`config.mk`:
```
export PLATFORM = sky130hd
export DESIGN_NAME = csx_core
export DESIGN_NICKNAME = d
export VERILOG_FILES = /design/src/logic/csx_pkg.sv /design/src/logic/csx_mem_if.sv /design/src/logic/csx_file_mem.sv /design/src/logic/csx_core.sv
export SDC_FILE = /design/constraint.sdc
export NUM_CORES = 2
export LEC_CHECK = 0
export BUFFER_PORTS_ARGS = -buffer_cell sky130_fd_sc_hd__clkbuf_2
export CORE_MARGIN = 3
export CORE_UTILIZATION = 47
export DETAILED_ROUTE_END_ITERATION = 12
export MAX_ROUTING_LAYER = met4
export PLACE_DENSITY = 0.67
export SYNTH_ARGS = -nofsm -noshare
export SYNTH_HDL_FRONTEND = slang
export SYNTH_HIERARCHICAL = 1
export SYNTH_SLANG_ARGS = --single-unit
```
`constraint.sdc`:
```
create_clock -name SYS_CLK -period 20.3 [get_ports SYS_CLK]
set_input_delay 2.03 -clock SYS_CLK [delete_from_list [all_inputs] [get_ports SYS_CLK]]
set_output_delay 2.03 -clock SYS_CLK [all_outputs]
set_load 0.005 [all_outputs]
```
`src/logic/csx_pkg.sv`:
```
package csx_pkg;

    // ------------------------------------------------------------------
    // Clock and widths
    // ------------------------------------------------------------------
    localparam int unsigned CLK_HZ     = 40_000_000;
    localparam int unsigned INSTR_W    = 12;
    localparam int unsigned PC_W       = 11;
    localparam int unsigned BANK_W     = 3;
    localparam int unsigned FADDR_W    = 5;
    localparam int unsigned STACK_LVLS = 4;

    // ------------------------------------------------------------------
    // Register offsets (byte addresses)
    // ------------------------------------------------------------------
    localparam logic [7:0] REG_INSTR  = 8'h00;
    localparam logic [7:0] REG_STATUS = 8'h04;
    localparam logic [7:0] REG_OPTION = 8'h08;
    localparam logic [7:0] REG_PC     = 8'h0C;
    localparam logic [7:0] REG_CYCLES = 8'h10;
    localparam logic [7:0] REG_STACK  = 8'h14;

    // ------------------------------------------------------------------
    // Status field positions and the instruction destination bit
    // ------------------------------------------------------------------
    localparam int unsigned ST_ACC_LSB  = 0;
    localparam int unsigned ST_ZERO_BIT = 8;
    localparam int unsigned ST_GIE_BIT  = 9;
    localparam int unsigned ST_BUSY_BIT = 10;
    localparam int unsigned ST_BANK_LSB = 12;
    localparam int unsigned INSTR_D_BIT = 5;

    // ------------------------------------------------------------------
    // Reset values
    // ------------------------------------------------------------------
    localparam logic [7:0]        RST_ACC    = 8'h00;
    localparam logic [7:0]        RST_OPTION = 8'hFF;
    localparam logic [PC_W-1:0]   RST_PC     = 11'h000;
    localparam logic [BANK_W-1:0] RST_BANK   = 3'h0;
    localparam logic [INSTR_W-1:0] RST_INSTR = 12'h000;

    // ------------------------------------------------------------------
    // Instruction encodings: match under mask
    // ------------------------------------------------------------------
    localparam logic [11:0] MSK_FULL   = 12'hFFF;
    localparam logic [11:0] MSK_BYTE   = 12'hFC0;
    localparam logic [11:0] MSK_LIT8   = 12'hF00;
    localparam logic [11:0] MSK_STORE  = 12'hFE0;
    localparam logic [11:0] MSK_BANK   = 12'hFF8;
    localparam logic [11:0] ENC_OPTION = 12'h002;
    localparam logic [11:0] ENC_RETIRQ = 12'h00F;
    localparam logic [11:0] ENC_SETBNK = 12'h010;
    localparam logic [11:0] ENC_STORE  = 12'h020;
    localparam logic [11:0] ENC_ORFILE = 12'h100;
    localparam logic [11:0] ENC_LDFILE = 12'h200;
    localparam logic [11:0] ENC_INCR_FILE_OP   = 12'h280;
    localparam logic [11:0] ENC_INCR_SKIP_ZERO_OP = 12'h3C0;
    localparam logic [11:0] ENC_CALL   = 12'h900;
    localparam logic [11:0] ENC_LDIMM  = 12'hC00;
    localparam logic [11:0] ENC_ORIMM  = 12'hD00;

    // ------------------------------------------------------------------
    // Bus answers
    // ------------------------------------------------------------------
    localparam logic [1:0] RESP_OKAY   = 2'h0;
    localparam logic [1:0] RESP_SLVERR = 2'h2;

    typedef enum logic [3:0] {
        ST_IDLE  = 4'b0001,
        ST_FETCH = 4'b0010,
        ST_EXEC  = 4'b0100,
        ST_EXTRA = 4'b1000
    } csx_state_e;

    typedef enum logic [3:0] {
        OP_NOP, OP_INCR_FILE_OP, OP_INCR_SKIP_ZERO_OP, OP_ORIMM, OP_ORFILE, OP_STORE, OP_LDFILE,
        OP_SETBNK, OP_OPTION, OP_LDIMM, OP_RETIRQ, OP_CALL
    } csx_op_e;

endpackage

```
`src/logic/csx_mem_if.sv`:
```
`timescale 1ns/1ps
interface csx_mem_if #(
    parameter int unsigned AW = 8,
    parameter int unsigned DW = 8
);
    logic [AW-1:0] rd_addr;
    logic [DW-1:0] rd_data;
    logic          wr_en;
    logic [AW-1:0] wr_addr;
    logic [DW-1:0] wr_data;

    modport core (output rd_addr, output wr_en, output wr_addr, output wr_data, input rd_data);
    modport mem  (input rd_addr, input wr_en, input wr_addr, input wr_data, output rd_data);
endinterface

```
`src/logic/csx_file_mem.sv`:
```
`timescale 1ns/1ps
module csx_file_mem #(
    parameter int unsigned AW = 8,
    parameter int unsigned DW = 8
) (
    input wire logic   clk,
    input wire logic   rst_n,
    csx_mem_if.mem     mp
);
    logic [DW-1:0] mem_q [2**AW];
    logic [DW-1:0] rd_data_ff;

    // Storage has no reset; only the read register is cleared
    always_ff @(posedge clk)
    begin
        if (mp.wr_en)
        begin
            mem_q[mp.wr_addr] <= mp.wr_data;
        end
    end

    always_ff @(posedge clk or negedge rst_n)
    begin
        if (!rst_n)
        begin
            rd_data_ff <= '0;
        end
        else
        begin
            rd_data_ff <= mem_q[mp.rd_addr];
        end
    end

    assign mp.rd_data = rd_data_ff;
endmodule

```
`src/logic/csx_core.sv`:
```
// Decided for this implementation: register access over AXI4-Lite and the address map.
`timescale 1ns/1ps
// How it works
// RULE1 - Increment adds one to file operand, result to destination, zero flag updated.
// RULE2 - Increment-skip writes result, flags untouched; zero result skips next, two cycles.
// RULE3 - OR-immediate ORs accumulator with 8-bit literal into accumulator, zero flag updated.
// RULE4 - OR-file ORs accumulator with file operand into destination, zero flag updated.
// RULE5 - Store copies accumulator into addressed file register, flags untouched.
// RULE6 - Load-file copies operand to destination, zero flag updated; acts as zero test.
// RULE7 - Destination bit 0 sends result to accumulator, 1 back to file register.
// RULE8 - Set-bank loads 3-bit literal into bank select, flags untouched.
// RULE9 - Load-configuration copies accumulator into prescale configuration, flags untouched.
// RULE10 - Load-immediate puts 8-bit literal into accumulator, flags untouched.
// RULE11 - Return-from-interrupt loads PC from top of stack, two cycles, flags untouched.
// RULE12 - Return-from-interrupt also sets the global interrupt enable bit.
// RULE13 - Call pushes PC plus one onto the stack for a later return.
// RULE14 - Instructions without branch or skip complete in one instruction cycle.
// RULE15 - Zero flag set when flag-affecting result is zero, cleared otherwise.
module csx_core #(
    parameter int unsigned STACK_DEPTH = csx_pkg::STACK_LVLS
) (
    input  wire logic        SYS_CLK,
    input  wire logic        NRST,
    input  wire logic [7:0]  AWADDR,
    input  wire logic        AWVALID,
    output logic             AWREADY,
    input  wire logic [31:0] WDATA,
    input  wire logic [3:0]  WSTRB,
    input  wire logic        WVALID,
    output logic             WREADY,
    output logic [1:0]       BRESP,
    output logic             BVALID,
    input  wire logic        BREADY,
    input  wire logic [7:0]  ARADDR,
    input  wire logic        ARVALID,
    output logic             ARREADY,
    output logic [31:0]      RDATA,
    output logic [1:0]       RRESP,
    output logic             RVALID,
    input  wire logic        RREADY
);
    localparam int unsigned SP_W = $clog2(STACK_DEPTH);
    localparam int unsigned MA_W = csx_pkg::BANK_W + csx_pkg::FADDR_W;

    function automatic logic [31:0] strb_merge(input logic [31:0] old_v,
                                               input logic [31:0] new_v,
                                               input logic [3:0]  strb);
        logic [31:0] res;
        res = old_v;
        for (int i = 0; i < 4; i++)
        begin
            if (strb[i])
            begin
                res[8*i +: 8] = new_v[8*i +: 8];
            end
        end
        return res;
    endfunction

    function automatic logic hits(input logic [11:0] ins, input logic [11:0] msk,
                                  input logic [11:0] enc);
        return (ins & msk) == enc;
    endfunction

    function automatic logic null_of(input logic [7:0] v);
        return v == 8'h00;
    endfunction

    // ------------------------------------------------------------------
    // State
    // ------------------------------------------------------------------
    csx_pkg::csx_state_e           state_ff;
    csx_pkg::csx_op_e              op;
    logic [csx_pkg::INSTR_W-1:0]   instr_ff;
    logic [7:0]                    acc_ff;
    logic                          zero_ff;
    logic                          gie_ff;
    logic [csx_pkg::BANK_W-1:0]    bank_ff;
    logic [7:0]                    option_ff;
    logic [csx_pkg::PC_W-1:0]      pc_ff;
    logic [csx_pkg::PC_W-1:0]      stack_ff [STACK_DEPTH];
    logic [SP_W-1:0]               sp_ff;
    logic [31:0]                   cycles_ff;
    logic [7:0]                    aw_addr_ff;
    logic [31:0]                   w_data_ff;
    logic [3:0]                    w_strb_ff;
    logic                          aw_held_ff;
    logic                          w_held_ff;
    logic                          bvalid_ff;
    logic [1:0]                    bresp_ff;
    logic                          rvalid_ff;
    logic [31:0]                   rdata_ff;
    logic [1:0]                    rresp_ff;

    logic                          wr_fire;
    logic                          idle;
    logic                          issue;
    logic                          exec_now;
    logic [7:0]                    operand;
    logic [7:0]                    incr;
    logic [7:0]                    result;
    logic                          to_acc;
    logic                          to_file;
    logic                          upd_zero;
    logic                          branch;
    logic                          dest_file;
    logic                          wr_known;
    logic [31:0]                   rd_mux;
    logic                          rd_known;
    logic [31:0]                   status_word;
    logic [31:0]                   stat_merged;
    logic [31:0]                   instr_merged;
    logic [31:0]                   pc_merged;

    csx_mem_if #(.AW(MA_W), .DW(8)) mem_bus ();

    csx_file_mem #(.AW(MA_W), .DW(8)) u_mem (
        .clk   (SYS_CLK),
        .rst_n (NRST),
        .mp    (mem_bus.mem)
    );

    // ------------------------------------------------------------------
    // Bus slave: write address and data taken independently
    // ------------------------------------------------------------------
    assign AWREADY = !aw_held_ff;
    assign WREADY  = !w_held_ff;
    assign BVALID  = bvalid_ff;
    assign BRESP   = bresp_ff;
    assign ARREADY = !rvalid_ff;
    assign RVALID  = rvalid_ff;
    assign RDATA   = rdata_ff;
    assign RRESP   = rresp_ff;
    assign wr_fire = aw_held_ff && w_held_ff && !bvalid_ff;
    assign idle    = state_ff == csx_pkg::ST_IDLE;
    // Instruction writes while busy are dropped, not queued
    assign issue   = wr_fire && idle && aw_addr_ff == csx_pkg::REG_INSTR;

    always_comb
    begin
        wr_known = 1'b1;
        unique case (aw_addr_ff)
            csx_pkg::REG_INSTR, csx_pkg::REG_STATUS, csx_pkg::REG_PC: wr_known = 1'b1;
            default: wr_known = 1'b0;
        endcase
    end

    always_ff @(posedge SYS_CLK or negedge NRST)
    begin
        if (!NRST)
        begin
            aw_held_ff <= 1'b0;
            w_held_ff  <= 1'b0;
            aw_addr_ff <= 8'h00;
            w_data_ff  <= 32'h0000_0000;
            w_strb_ff  <= 4'h0;
            bvalid_ff  <= 1'b0;
            bresp_ff   <= csx_pkg::RESP_OKAY;
        end
        else
        begin
            if (AWVALID && !aw_held_ff)
            begin
                aw_held_ff <= 1'b1;
                aw_addr_ff <= {AWADDR[7:2], 2'b00};
            end
            if (WVALID && !w_held_ff)
            begin
                w_held_ff <= 1'b1;
                w_data_ff <= WDATA;
                w_strb_ff <= WSTRB;
            end
            if (wr_fire)
            begin
                bvalid_ff <= 1'b1;
                bresp_ff  <= wr_known ? csx_pkg::RESP_OKAY : csx_pkg::RESP_SLVERR;
            end
            if (bvalid_ff && BREADY)
            begin
                bvalid_ff  <= 1'b0;
                aw_held_ff <= 1'b0;
                w_held_ff  <= 1'b0;
            end
        end
    end

    assign status_word = {17'h0, bank_ff, 1'b0, !idle, gie_ff, zero_ff, acc_ff};
    // Strobed register writes merge into the current value a byte at a time
    assign stat_merged  = strb_merge(status_word, w_data_ff, w_strb_ff);
    assign instr_merged = strb_merge({20'h0, instr_ff}, w_data_ff, w_strb_ff);
    assign pc_merged    = strb_merge({21'h0, pc_ff}, w_data_ff, w_strb_ff);

    always_comb
    begin
        rd_mux   = 32'h0000_0000;
        rd_known = 1'b1;
        unique case ({ARADDR[7:2], 2'b00})
            csx_pkg::REG_INSTR:  rd_mux = {20'h0, instr_ff};
            csx_pkg::REG_STATUS: rd_mux = status_word;
            csx_pkg::REG_OPTION: rd_mux = {24'h0, option_ff};
            csx_pkg::REG_PC:     rd_mux = {21'h0, pc_ff};
            csx_pkg::REG_CYCLES: rd_mux = cycles_ff;
            csx_pkg::REG_STACK:  rd_mux = 32'(sp_ff);
            default:             rd_known = 1'b0;
        endcase
    end

    always_ff @(posedge SYS_CLK or negedge NRST)
    begin
        if (!NRST)
        begin
            rvalid_ff <= 1'b0;
            rdata_ff  <= 32'h0000_0000;
            rresp_ff  <= csx_pkg::RESP_OKAY;
        end
        else if (ARVALID && !rvalid_ff)
        begin
            rvalid_ff <= 1'b1;
            rdata_ff  <= rd_mux;
            rresp_ff  <= rd_known ? csx_pkg::RESP_OKAY : csx_pkg::RESP_SLVERR;
        end
        else if (rvalid_ff && RREADY)
        begin
            rvalid_ff <= 1'b0;
        end
    end

    // ------------------------------------------------------------------
    // Decode and execute
    // ------------------------------------------------------------------
    always_comb
    begin
        op = csx_pkg::OP_NOP;
        if (hits(instr_ff, csx_pkg::MSK_FULL, csx_pkg::ENC_OPTION))      op = csx_pkg::OP_OPTION;
        else if (hits(instr_ff, csx_pkg::MSK_FULL, csx_pkg::ENC_RETIRQ)) op = csx_pkg::OP_RETIRQ;
        else if (hits(instr_ff, csx_pkg::MSK_BANK, csx_pkg::ENC_SETBNK)) op = csx_pkg::OP_SETBNK;
        else if (hits(instr_ff, csx_pkg::MSK_STORE, csx_pkg::ENC_STORE)) op = csx_pkg::OP_STORE;
        else if (hits(instr_ff, csx_pkg::MSK_BYTE, csx_pkg::ENC_ORFILE)) op = csx_pkg::OP_ORFILE;
        else if (hits(instr_ff, csx_pkg::MSK_BYTE, csx_pkg::ENC_LDFILE)) op = csx_pkg::OP_LDFILE;
        else if (hits(instr_ff, csx_pkg::MSK_BYTE, csx_pkg::ENC_INCR_FILE_OP))   op = csx_pkg::OP_INCR_FILE_OP;
        else if (hits(instr_ff, csx_pkg::MSK_BYTE, csx_pkg::ENC_INCR_SKIP_ZERO_OP)) op = csx_pkg::OP_INCR_SKIP_ZERO_OP;
        else if (hits(instr_ff, csx_pkg::MSK_LIT8, csx_pkg::ENC_CALL))   op = csx_pkg::OP_CALL;
        else if (hits(instr_ff, csx_pkg::MSK_LIT8, csx_pkg::ENC_LDIMM))  op = csx_pkg::OP_LDIMM;
        else if (hits(instr_ff, csx_pkg::MSK_LIT8, csx_pkg::ENC_ORIMM))  op = csx_pkg::OP_ORIMM;
    end

    // File operand is banked: bank select forms the upper address bits
    assign mem_bus.rd_addr = {bank_ff, instr_ff[csx_pkg::FADDR_W-1:0]};
    assign operand         = mem_bus.rd_data;
    assign incr            = 8'(operand + 8'h01);
    assign dest_file       = instr_ff[csx_pkg::INSTR_D_BIT];
    assign exec_now        = state_ff == csx_pkg::ST_EXEC;

    always_comb
    begin
        result   = 8'h00;
        to_acc   = 1'b0;
        to_file  = 1'b0;
        upd_zero = 1'b0;
        branch   = 1'b0;
        unique case (op)
            csx_pkg::OP_INCR_FILE_OP:   begin result = incr; upd_zero = 1'b1; end       // [RULE1]
            csx_pkg::OP_INCR_SKIP_ZERO_OP: begin result = incr; branch = null_of(incr); end // [RULE2]
            csx_pkg::OP_ORIMM:  begin result = acc_ff | instr_ff[7:0]; to_acc = 1'b1;
                                      upd_zero = 1'b1; end                      // [RULE3]
            csx_pkg::OP_ORFILE: begin result = acc_ff | operand; upd_zero = 1'b1; end // [RULE4]
            csx_pkg::OP_STORE:  begin result = acc_ff; to_file = 1'b1; end       // [RULE5]
            csx_pkg::OP_LDFILE: begin result = operand; upd_zero = 1'b1; end     // [RULE6]
            csx_pkg::OP_LDIMM:  begin result = instr_ff[7:0]; to_acc = 1'b1; end // [RULE10]
            csx_pkg::OP_RETIRQ, csx_pkg::OP_CALL: branch = 1'b1;               // [RULE11]
            csx_pkg::OP_NOP, csx_pkg::OP_SETBNK, csx_pkg::OP_OPTION: ;
        endcase
        if (op inside {csx_pkg::OP_INCR_FILE_OP, csx_pkg::OP_INCR_SKIP_ZERO_OP, csx_pkg::OP_ORFILE,
                       csx_pkg::OP_LDFILE})
        begin
            to_acc  = !dest_file;                                              // [RULE7]
            to_file = dest_file;                                               // [RULE7]
        end
    end

    assign mem_bus.wr_en   = exec_now && to_file;
    assign mem_bus.wr_addr = mem_bus.rd_addr;
    assign mem_bus.wr_data = result;

    always_ff @(posedge SYS_CLK or negedge NRST)
    begin
        if (!NRST)
        begin
            state_ff <= csx_pkg::ST_IDLE;
            instr_ff <= csx_pkg::RST_INSTR;
        end
        else
        begin
            unique case (state_ff)
                csx_pkg::ST_IDLE:
                begin
                    if (issue)
                    begin
                        instr_ff <= instr_merged[csx_pkg::INSTR_W-1:0];
                        state_ff <= csx_pkg::ST_FETCH;
                    end
                end
                csx_pkg::ST_FETCH: state_ff <= csx_pkg::ST_EXEC;
                // Branches and taken skips spend a second instruction cycle
                csx_pkg::ST_EXEC:  state_ff <= branch ? csx_pkg::ST_EXTRA
                                                      : csx_pkg::ST_IDLE; // [RULE14] [RULE2]
                csx_pkg::ST_EXTRA: state_ff <= csx_pkg::ST_IDLE;
            endcase
        end
    end

    always_ff @(posedge SYS_CLK or negedge NRST)
    begin
        if (!NRST)
        begin
            cycles_ff <= 32'h0000_0000;
        end
        else if (exec_now || state_ff == csx_pkg::ST_EXTRA)
        begin
            cycles_ff <= cycles_ff + 32'h0000_0001;                          // [RULE14]
        end
    end

    // Accumulator, zero flag, bank and configuration
    always_ff @(posedge SYS_CLK or negedge NRST)
    begin
        if (!NRST)
        begin
            acc_ff    <= csx_pkg::RST_ACC;
            zero_ff   <= 1'b0;
            bank_ff   <= csx_pkg::RST_BANK;
            option_ff <= csx_pkg::RST_OPTION;
        end
        else if (exec_now)
        begin
            if (to_acc)
            begin
                acc_ff <= result;
            end
            if (upd_zero)
            begin
                zero_ff <= null_of(result);                                  // [RULE15]
            end
            if (op == csx_pkg::OP_SETBNK)
            begin
                bank_ff <= instr_ff[csx_pkg::BANK_W-1:0];                    // [RULE8]
            end
            if (op == csx_pkg::OP_OPTION)
            begin
                option_ff <= acc_ff;                                         // [RULE9]
            end
        end
        else if (idle && wr_fire && aw_addr_ff == csx_pkg::REG_STATUS)
        begin
            acc_ff  <= stat_merged[7:0];
            zero_ff <= stat_merged[csx_pkg::ST_ZERO_BIT];
        end
    end

    always_ff @(posedge SYS_CLK or negedge NRST)
    begin
        if (!NRST)
        begin
            gie_ff <= 1'b0;
        end
        else if (exec_now && op == csx_pkg::OP_RETIRQ)
        begin
            gie_ff <= 1'b1;                                                  // [RULE12]
        end
        else if (idle && wr_fire && aw_addr_ff == csx_pkg::REG_STATUS)
        begin
            gie_ff <= stat_merged[csx_pkg::ST_GIE_BIT];
        end
    end

    // Program counter and stack; stack wraps when overfilled, no error is raised
    always_ff @(posedge SYS_CLK or negedge NRST)
    begin
        if (!NRST)
        begin
            pc_ff <= csx_pkg::RST_PC;
            sp_ff <= '0;
            for (int i = 0; i < STACK_DEPTH; i++)
            begin
                stack_ff[i] <= csx_pkg::RST_PC;
            end
        end
        else if (exec_now)
        begin
            unique case (op)
                csx_pkg::OP_CALL:
                begin
                    stack_ff[sp_ff] <= csx_pkg::PC_W'(pc_ff + 1'b1);         // [RULE13]
                    sp_ff           <= SP_W'(sp_ff + 1'b1);
                    pc_ff           <= {pc_ff[10:9], 1'b0, instr_ff[7:0]};
                end
                csx_pkg::OP_RETIRQ:
                begin
                    pc_ff <= stack_ff[SP_W'(sp_ff - 1'b1)];                  // [RULE11]
                    sp_ff <= SP_W'(sp_ff - 1'b1);
                end
                // Skip steps over the already fetched next word
                csx_pkg::OP_INCR_SKIP_ZERO_OP: pc_ff <= csx_pkg::PC_W'(pc_ff + (branch ? 2 : 1)); // [RULE2]
                default:            pc_ff <= csx_pkg::PC_W'(pc_ff + 1'b1);
            endcase
        end
        else if (idle && wr_fire && aw_addr_ff == csx_pkg::REG_PC)
        begin
            pc_ff <= pc_merged[csx_pkg::PC_W-1:0];
        end
    end
endmodule

```
After elaboration in Yosys (flattened, before gate mapping)
Memory sizes are Yosys's and may differ from the RTL's. A register that Yosys moved wholly into a read port is not among the register bits. Index checks and enable logic that the tools add are counted.

Flip-flop bits (word level): 186. Bits of input ports: 59. Bits in writable memories: 2048. Memories: 1. Output and inout port bits: 41.

Memories: u_mem.mem_q (words 256, width 8, read ports 1, clocked after memory_dff 1, write ports 1, RTL line csx_file_mem.sv:10) `logic [DW-1:0] mem_q [2**AW];`.

$lt $le $gt $ge: 3. Multiplexer cells: 58. Bitwise operators: 4. Equality and inequality tests: 37. $add $sub $neg: 6. Reduce and logical (&&, ||, !) cells: 56.

Operator list (count): 32-bit one-hot mux with 6 select lines (1); 11-bit 2-to-1 mux (5); 4-bit 2-to-1 mux (12); 8-bit one-hot mux with 6 select lines (1); 44-bit bitwise mux (1); 11-bit one-hot mux with 3 select lines (1); 32-bit by 1-bit adder with 32-bit output (second input constant) (1); 4-bit == test (second input constant) (8); 8-bit 2-to-1 mux (4); 8-bit logical NOT (3); 11-bit binary-select mux with 2-bit select (1); 11-bit demux with 2-bit select (1); 1-bit 2-to-1 mux (22); 2-bit nonzero test (11); 4-bit by 3-bit == test with 1-bit output (second input constant) (5); 6-bit by 2-bit == test with 1-bit output (second input constant) (3); 6-bit by 3-bit == test with 1-bit output (second input constant) (3); 6-bit by 4-bit == test with 1-bit output (second input constant) (3); 8-bit OR (2); 4-bit one-hot mux with 4 select lines (1); 3-bit AND reduction (5); 1-bit logical AND (14); 2-bit AND reduction (7); 12-bit by 2-bit == test with 1-bit output (second input constant) (1); 28 further kinds (48).

Logic depth before layout (Yosys ltp)
Word-level depth: 19. Depth in mapped cells: 16. Depth with buffers taken out: 15.

Modules after synthesis
The synthesis kept the hierarchy.

Modules (own cells, without submodules): csx_file_mem (cells each 3795, instances 1, sequential area each 61699.2 µm², area an instance 80038.0 µm²); csx_core (cells each 943, instances 1, sequential area each 4615.7 µm², area an instance 9559.2 µm²).

Worst setup path before layout
No wires, ideal clock.

Path kind: flip-flop to flip-flop. Start point: register instr_ff[10] in the netlist's numbering. End point: memory u_mem.mem_q[0][5] (data pin). Library setup time: 1.542 ns. Setup slack: 10.888 ns. Arrival time: 7.870 ns. Path buffers: 2. Stages on the path, launching flop included: 6. Cells stage by stage: dfrtp_1 clkbuf_1 nor4bb_1 clkbuf_1 nand2_1 o211ai_1.

Word-level cells in the longest chain between the ends: 15.

RTL lines: start, declared (RTL line csx_core.sv:74) `logic [csx_pkg::INSTR_W-1:0] instr_ff;`; start signal, assigned (RTL line csx_core.sv:290) `instr_ff <= csx_pkg::RST_INSTR;`; start signal, assigned (RTL line csx_core.sv:299) `instr_ff <= instr_merged[csx_pkg::INSTR_W-1:0];`; 4-bit == test (RTL line csx_core.sv:62) `return (ins & msk) == enc;`; 2-bit 2-to-1 mux (RTL line csx_core.sv:244) `else if (hits(instr_ff, csx_pkg::MSK_LIT8, csx_pkg::ENC_ORIMM)) op = csx_pkg::OP_ORIMM;`; 4-bit 2-to-1 mux (RTL line csx_core.sv:243) `else if (hits(instr_ff, csx_pkg::MSK_LIT8, csx_pkg::ENC_LDIMM)) op = csx_pkg::OP_LDIMM;`; 4-bit 2-to-1 mux (RTL line csx_core.sv:242) `else if (hits(instr_ff, csx_pkg::MSK_LIT8, csx_pkg::ENC_CALL)) op = csx_pkg::OP_CALL;`; 4-bit 2-to-1 mux (RTL line csx_core.sv:241) `else if (hits(instr_ff, csx_pkg::MSK_BYTE, csx_pkg::ENC_INCR_SKIP_ZERO_OP)) op = csx_pkg::OP_INCR_SKIP_ZERO_OP ...`; 4-bit 2-to-1 mux (RTL line csx_core.sv:240) `else if (hits(instr_ff, csx_pkg::MSK_BYTE, csx_pkg::ENC_INCR_FILE_OP)) op = csx_pkg::OP_INCR_FILE_OP;`; 4-bit 2-to-1 mux (RTL line csx_core.sv:239) `else if (hits(instr_ff, csx_pkg::MSK_BYTE, csx_pkg::ENC_LDFILE)) op = csx_pkg::OP_LDFILE;`; 4-bit 2-to-1 mux (RTL line csx_core.sv:238) `else if (hits(instr_ff, csx_pkg::MSK_BYTE, csx_pkg::ENC_ORFILE)) op = csx_pkg::OP_ORFILE;`; 4-bit 2-to-1 mux (RTL line csx_core.sv:237) `else if (hits(instr_ff, csx_pkg::MSK_STORE, csx_pkg::ENC_STORE)) op = csx_pkg::OP_STORE;`; 4-bit 2-to-1 mux (RTL line csx_core.sv:236) `else if (hits(instr_ff, csx_pkg::MSK_BANK, csx_pkg::ENC_SETBNK)) op = csx_pkg::OP_SETBNK;`; 4-bit 2-to-1 mux (RTL line csx_core.sv:235) `else if (hits(instr_ff, csx_pkg::MSK_FULL, csx_pkg::ENC_RETIRQ)) op = csx_pkg::OP_RETIRQ;`; 4-bit 2-to-1 mux * (RTL line csx_core.sv:234) `if (hits(instr_ff, csx_pkg::MSK_FULL, csx_pkg::ENC_OPTION)) op = csx_pkg::OP_OPTION;`; 4-bit by 1-bit == test with 1-bit output / 4-bit by 2-bit == test with 1-bit output (equally long branches) (RTL line csx_core.sv:261) `unique case (op)`; 2-bit OR reduction (no source line); 8-bit one-hot mux with 6 select lines * (RTL line csx_core.sv:261); named net mem_bus.wr_data[5] (RTL line csx_mem_if.sv:10) `logic [DW-1:0] wr_data;`; end, declared (RTL line csx_file_mem.sv:10).

The timed path passes the listed nets; every way through them passes the cells marked *.

==> flow_metrics.env <==
export IMPL_drt_total_wl_um=212000
export IMPL_tritoncts="built"
export IMPL_p_leak_nw=32.9
export IMPL_dieWidth_um=443
export IMPL_max_cap_viol_count=0
export IMPL_die_area_um2=196000
export IMPL_hold_violations=0
export IMPL_critical_path_max_stage_delay_ns=0.90
export IMPL_fin_nets=4878
export IMPL_antenna_found_initial=4
export IMPL_ys_ff_latch=2240
export IMPL_crit_slowest_cell="a2111oi_1"
export IMPL_fill_cells=14737
export IMPL_r2r_start="instr_ff[1]"
export IMPL_r2r_cells=10
export IMPL_cts_setup_buffers=0
export IMPL_netlist_top_cell_by_area="edfxtp_1"
export IMPL_syn2layout_area_growth_pct=10.3
export IMPL_final_setup_viol_count=0
export IMPL_synth_ff_type="edfxtp_1"
export IMPL_p_per_area_nw_per_um2=102
export IMPL_crit_fanout=57
export IMPL_die_h_um=443
export IMPL_path_clk_slew_ns=0.06
export IMPL_slew_viol_final=0
export IMPL_ys_seq_area_frac=0.740
export IMPL_maxSlewHeadroom=0.0695
export IMPL_route_detailed_drc=0
export IMPL_clock_latency_ns=0.86
export IMPL_multi_input_area_um2=21500
export IMPL_hpwlAfterDp_um=127000
export IMPL_timing_rr_end="u_mem/mp.rd_data[3]"
export IMPL_ys_types=88
export IMPL_grt_setup_unrepaired="false"
export IMPL_cts_root_buf="clkbuf_16"
export IMPL_drive_gt1_frac=0.208
export IMPL_postRouteAntennaNets=0
export IMPL_grt_pass1_wl_um=312000
export IMPL_cp_arrival_ns=7.20
export IMPL_initial_core_util=0.475
export IMPL_overflow=0
export IMPL_reg2reg_slack_ns=13.75
export IMPL_fin_crit_sh=0.322
export IMPL_cts_resized=0
export IMPL_cp_num_buf_inv=5
export IMPL_viasPerCell=6.20
export IMPL_required_ns=20.96
export IMPL_yosys_warnings=6
export IMPL_cpMostUsedCell="buf_4"
export IMPL_run_status="completed"
export IMPL_path_delay_family="buffers and inverters"
export IMPL_io_pins=100
export IMPL_place_area_um2=92000
export IMPL_endpoint="u_mem/mp.rd_data[3]"
export IMPL_numPortBuffers=71
export IMPL_syn_avg_cell_area_um2=18.9
export IMPL_postSynth_asyncResetShare=0.0857
export IMPL_finClkSkew_ns=0.0448
export IMPL_cts_buffer_depth=3
export IMPL_syn_inst=4738
export IMPL_post_drt_wl_per_cell_um=28.3
export IMPL_first_global_vias=45092
export IMPL_numCtsBuffers=216
export IMPL_synth_top_cell_area_share=0.686
export IMPL_h_tree_depth=4
export IMPL_grt_util_all_layers=0.221
export IMPL_cts_sinks=2240
export IMPL_ys_top_cells_by_count="2048 x edfxtp_1, 456 x mux4_2, 318 x nor2_1"
export IMPL_grt_max_degree=223
export IMPL_vias=46429
export IMPL_postCtsHoldBufs=0
export IMPL_netlist_area_um2=89600
export IMPL_startpoint_type="register"
export IMPL_cp_depth=10
export IMPL_cp_startpoint="instr_ff[1]"
export IMPL_critical_path_class="reg2reg"
export IMPL_final_area_um2=98800
export IMPL_design_core_area_um2=189000
export IMPL_fin_setup_tns_ns=0
export IMPL_gp_congestion=0.858
export IMPL_endpoint_kind="register"
export IMPL_worstMarginPinSlew_ns=1.39
export IMPL_min_path_type="reg2reg"
export IMPL_fp_row_count=159
export IMPL_synth_edf_count=2048
export IMPL_layout_min_cycle_time_ns=6.55
export IMPL_synth_most_common_cell="edfxtp_1"
export IMPL_ir_drop_uv=76.9
export IMPL_crit_chain="buf_4 -> buf_4 -> buf_4 -> buf_4 -> buf_4 -> mux4_2 -> a22oi_1 -> nand3_1 -> a2111oi_1 -> nor4_1"
export IMPL_synth_area_leaders="edfxtp_1 69%, mux4_2 11%, dfrtp_1 5.1%, mux2i_1 1.9%, nor2_1 1.3%"
export IMPL_firstDrtPassIters=5
export IMPL_antennaDiodeCount=0
export IMPL_register_area_um2=66300
export IMPL_clock_fmax_mhz=153
export IMPL_drt_iter0_drc=5701
metrics by stage:
stage / power, mW / hold slack, ns / utilization / instances / setup slack [ns]
after CTS: 10.1 / 0.471 / 0.524 / 7491 / 13.63
after detailed placement: 6.29 / 0.458 / 0.488 / 7086 / 13.64
after global placement: 6.26 / 0.456 / 0.488 / 7086 / 13.69
final: 10.1 / 0.467 / 0.524 / 7491 / 13.75
after floorplan: 6.01 / 0.441 / - / 4739 / 10.89
after global routing: 10.4 / 0.490 / 0.524 / 7491 / 13.48
worst min-delay path by stage:
stage	startpoint	end	slack, ns	cells past startpoint
2_1_floorplan	cycles_ff[31]	cycles_ff[31]	0.44	1
3_3_place_gp	stack_ff[2]	stack_ff[2]	0.46	2
3_5_place_dp	RDATA[17]	RDATA[17]	0.46	2
4_1_cts	RDATA[17]	RDATA[17]	0.47	2
5_1_grt	RDATA[29]	RDATA[29]	0.49	2
6_report	RDATA[17]	RDATA[17]	0.47	2
worst register-to-register path: stages, from the launching register on:
cell	delay [ns]
dfrtp_4	0.83
buf_4	0.68
buf_4	0.64
buf_4	0.65
buf_4	0.79
buf_4	0.73
mux4_2	0.48
a22oi_1	0.24
nand3_1	0.10
a2111oi_1	0.90
nor4_1	0.31
routing by layer:
metal | up-vias | part of all wire | track usage
met5 | - | 0 | -
met4 | 0 | 0.027 | 0.0624
met3 | 344 | 0.085 | 0.0346
met2 | 2172 | 0.48 | 0.336
met1 | 24479 | 0.41 | 0.313
li1 | 19434 | - | -
cell families (layout without fill, tap and decap cells):
group | after synthesis | after routing | synth area share
muxes | 691 | 691 | 0.142
DFF | 2240 | 2240 | 0.740
other | 1 | 2 | 0.0000419
buffers and inverters | 320 | 577 | 0.0214
and+or+nand+nor | 863 | 863 | 0.0453
AOI/OAI and AO/OA | 552 | 552 | 0.0437
adders and majority gates | 10 | 10 | 0.00148
xor gates and xnor gates | 61 | 61 | 0.00596
where the power goes:
| part | internal (mW) | total [mW] | leakage [nW] | switching, mW |
|---|---|---|---|---|
| logic | 0.295 | 0.865 | 6.29 | 0.570 |
| registers | 5.21 | 5.33 | 23.3 | 0.118 |
| clock network | 2.17 | 3.87 | 3.34 | 1.70 |
| total | 7.68 | 10.1 | 32.9 | 2.38 |
sequential cells by signal (all words and copies together), names as in the netlist, 3 cells and up:
signal and cells:
aw_addr_ff 6, bank_ff 3, acc_ff 8, state_ff 4, option_ff 8, instr_ff 12
cycles_ff 32, w_data_ff 12, u_mem/mem_q 2048, u_mem/mp.rd_data 8, stack_ff 44, pc_ff 11
RDATA 32
final cells by class:
| class | count | share of cell area |
|---|---|---|
| Timing Repair Buffer | 152 | 0.0105 |
| Clock inverter | 125 | 0.0104 |
| Tap cell | 2495 | 0.0316 |
| Clock buffer | 280 | 0.0585 |
| Inverter | 20 | 0.000759 |
| Multi-Input combinational cell | 2179 | 0.217 |
| Sequential cell | 2240 | 0.671 |
cell usage in the layout, fill, tap and decap left out, types with 30 or more instances in the layout:
cell and instances:
mux4_2 456, o22ai_1 36, clkinv_2 40, edfxtp_1 2048
a21oi_1 95, clkinv_1 56, mux2_2 67, xor2_1 37
a22oi_1 113, nor2_1 315, o221ai_1 38, nor2b_1 37
nand3_1 89, mux2i_1 167, clkbuf_2 70, buf_4 76
nand2_1 223, nand4_1 30, o21ai_0 72, clkbuf_1 54
clkbuf_16 219, dfrtp_1 177
No activity file was read; power rests on OpenSTA's default activity.
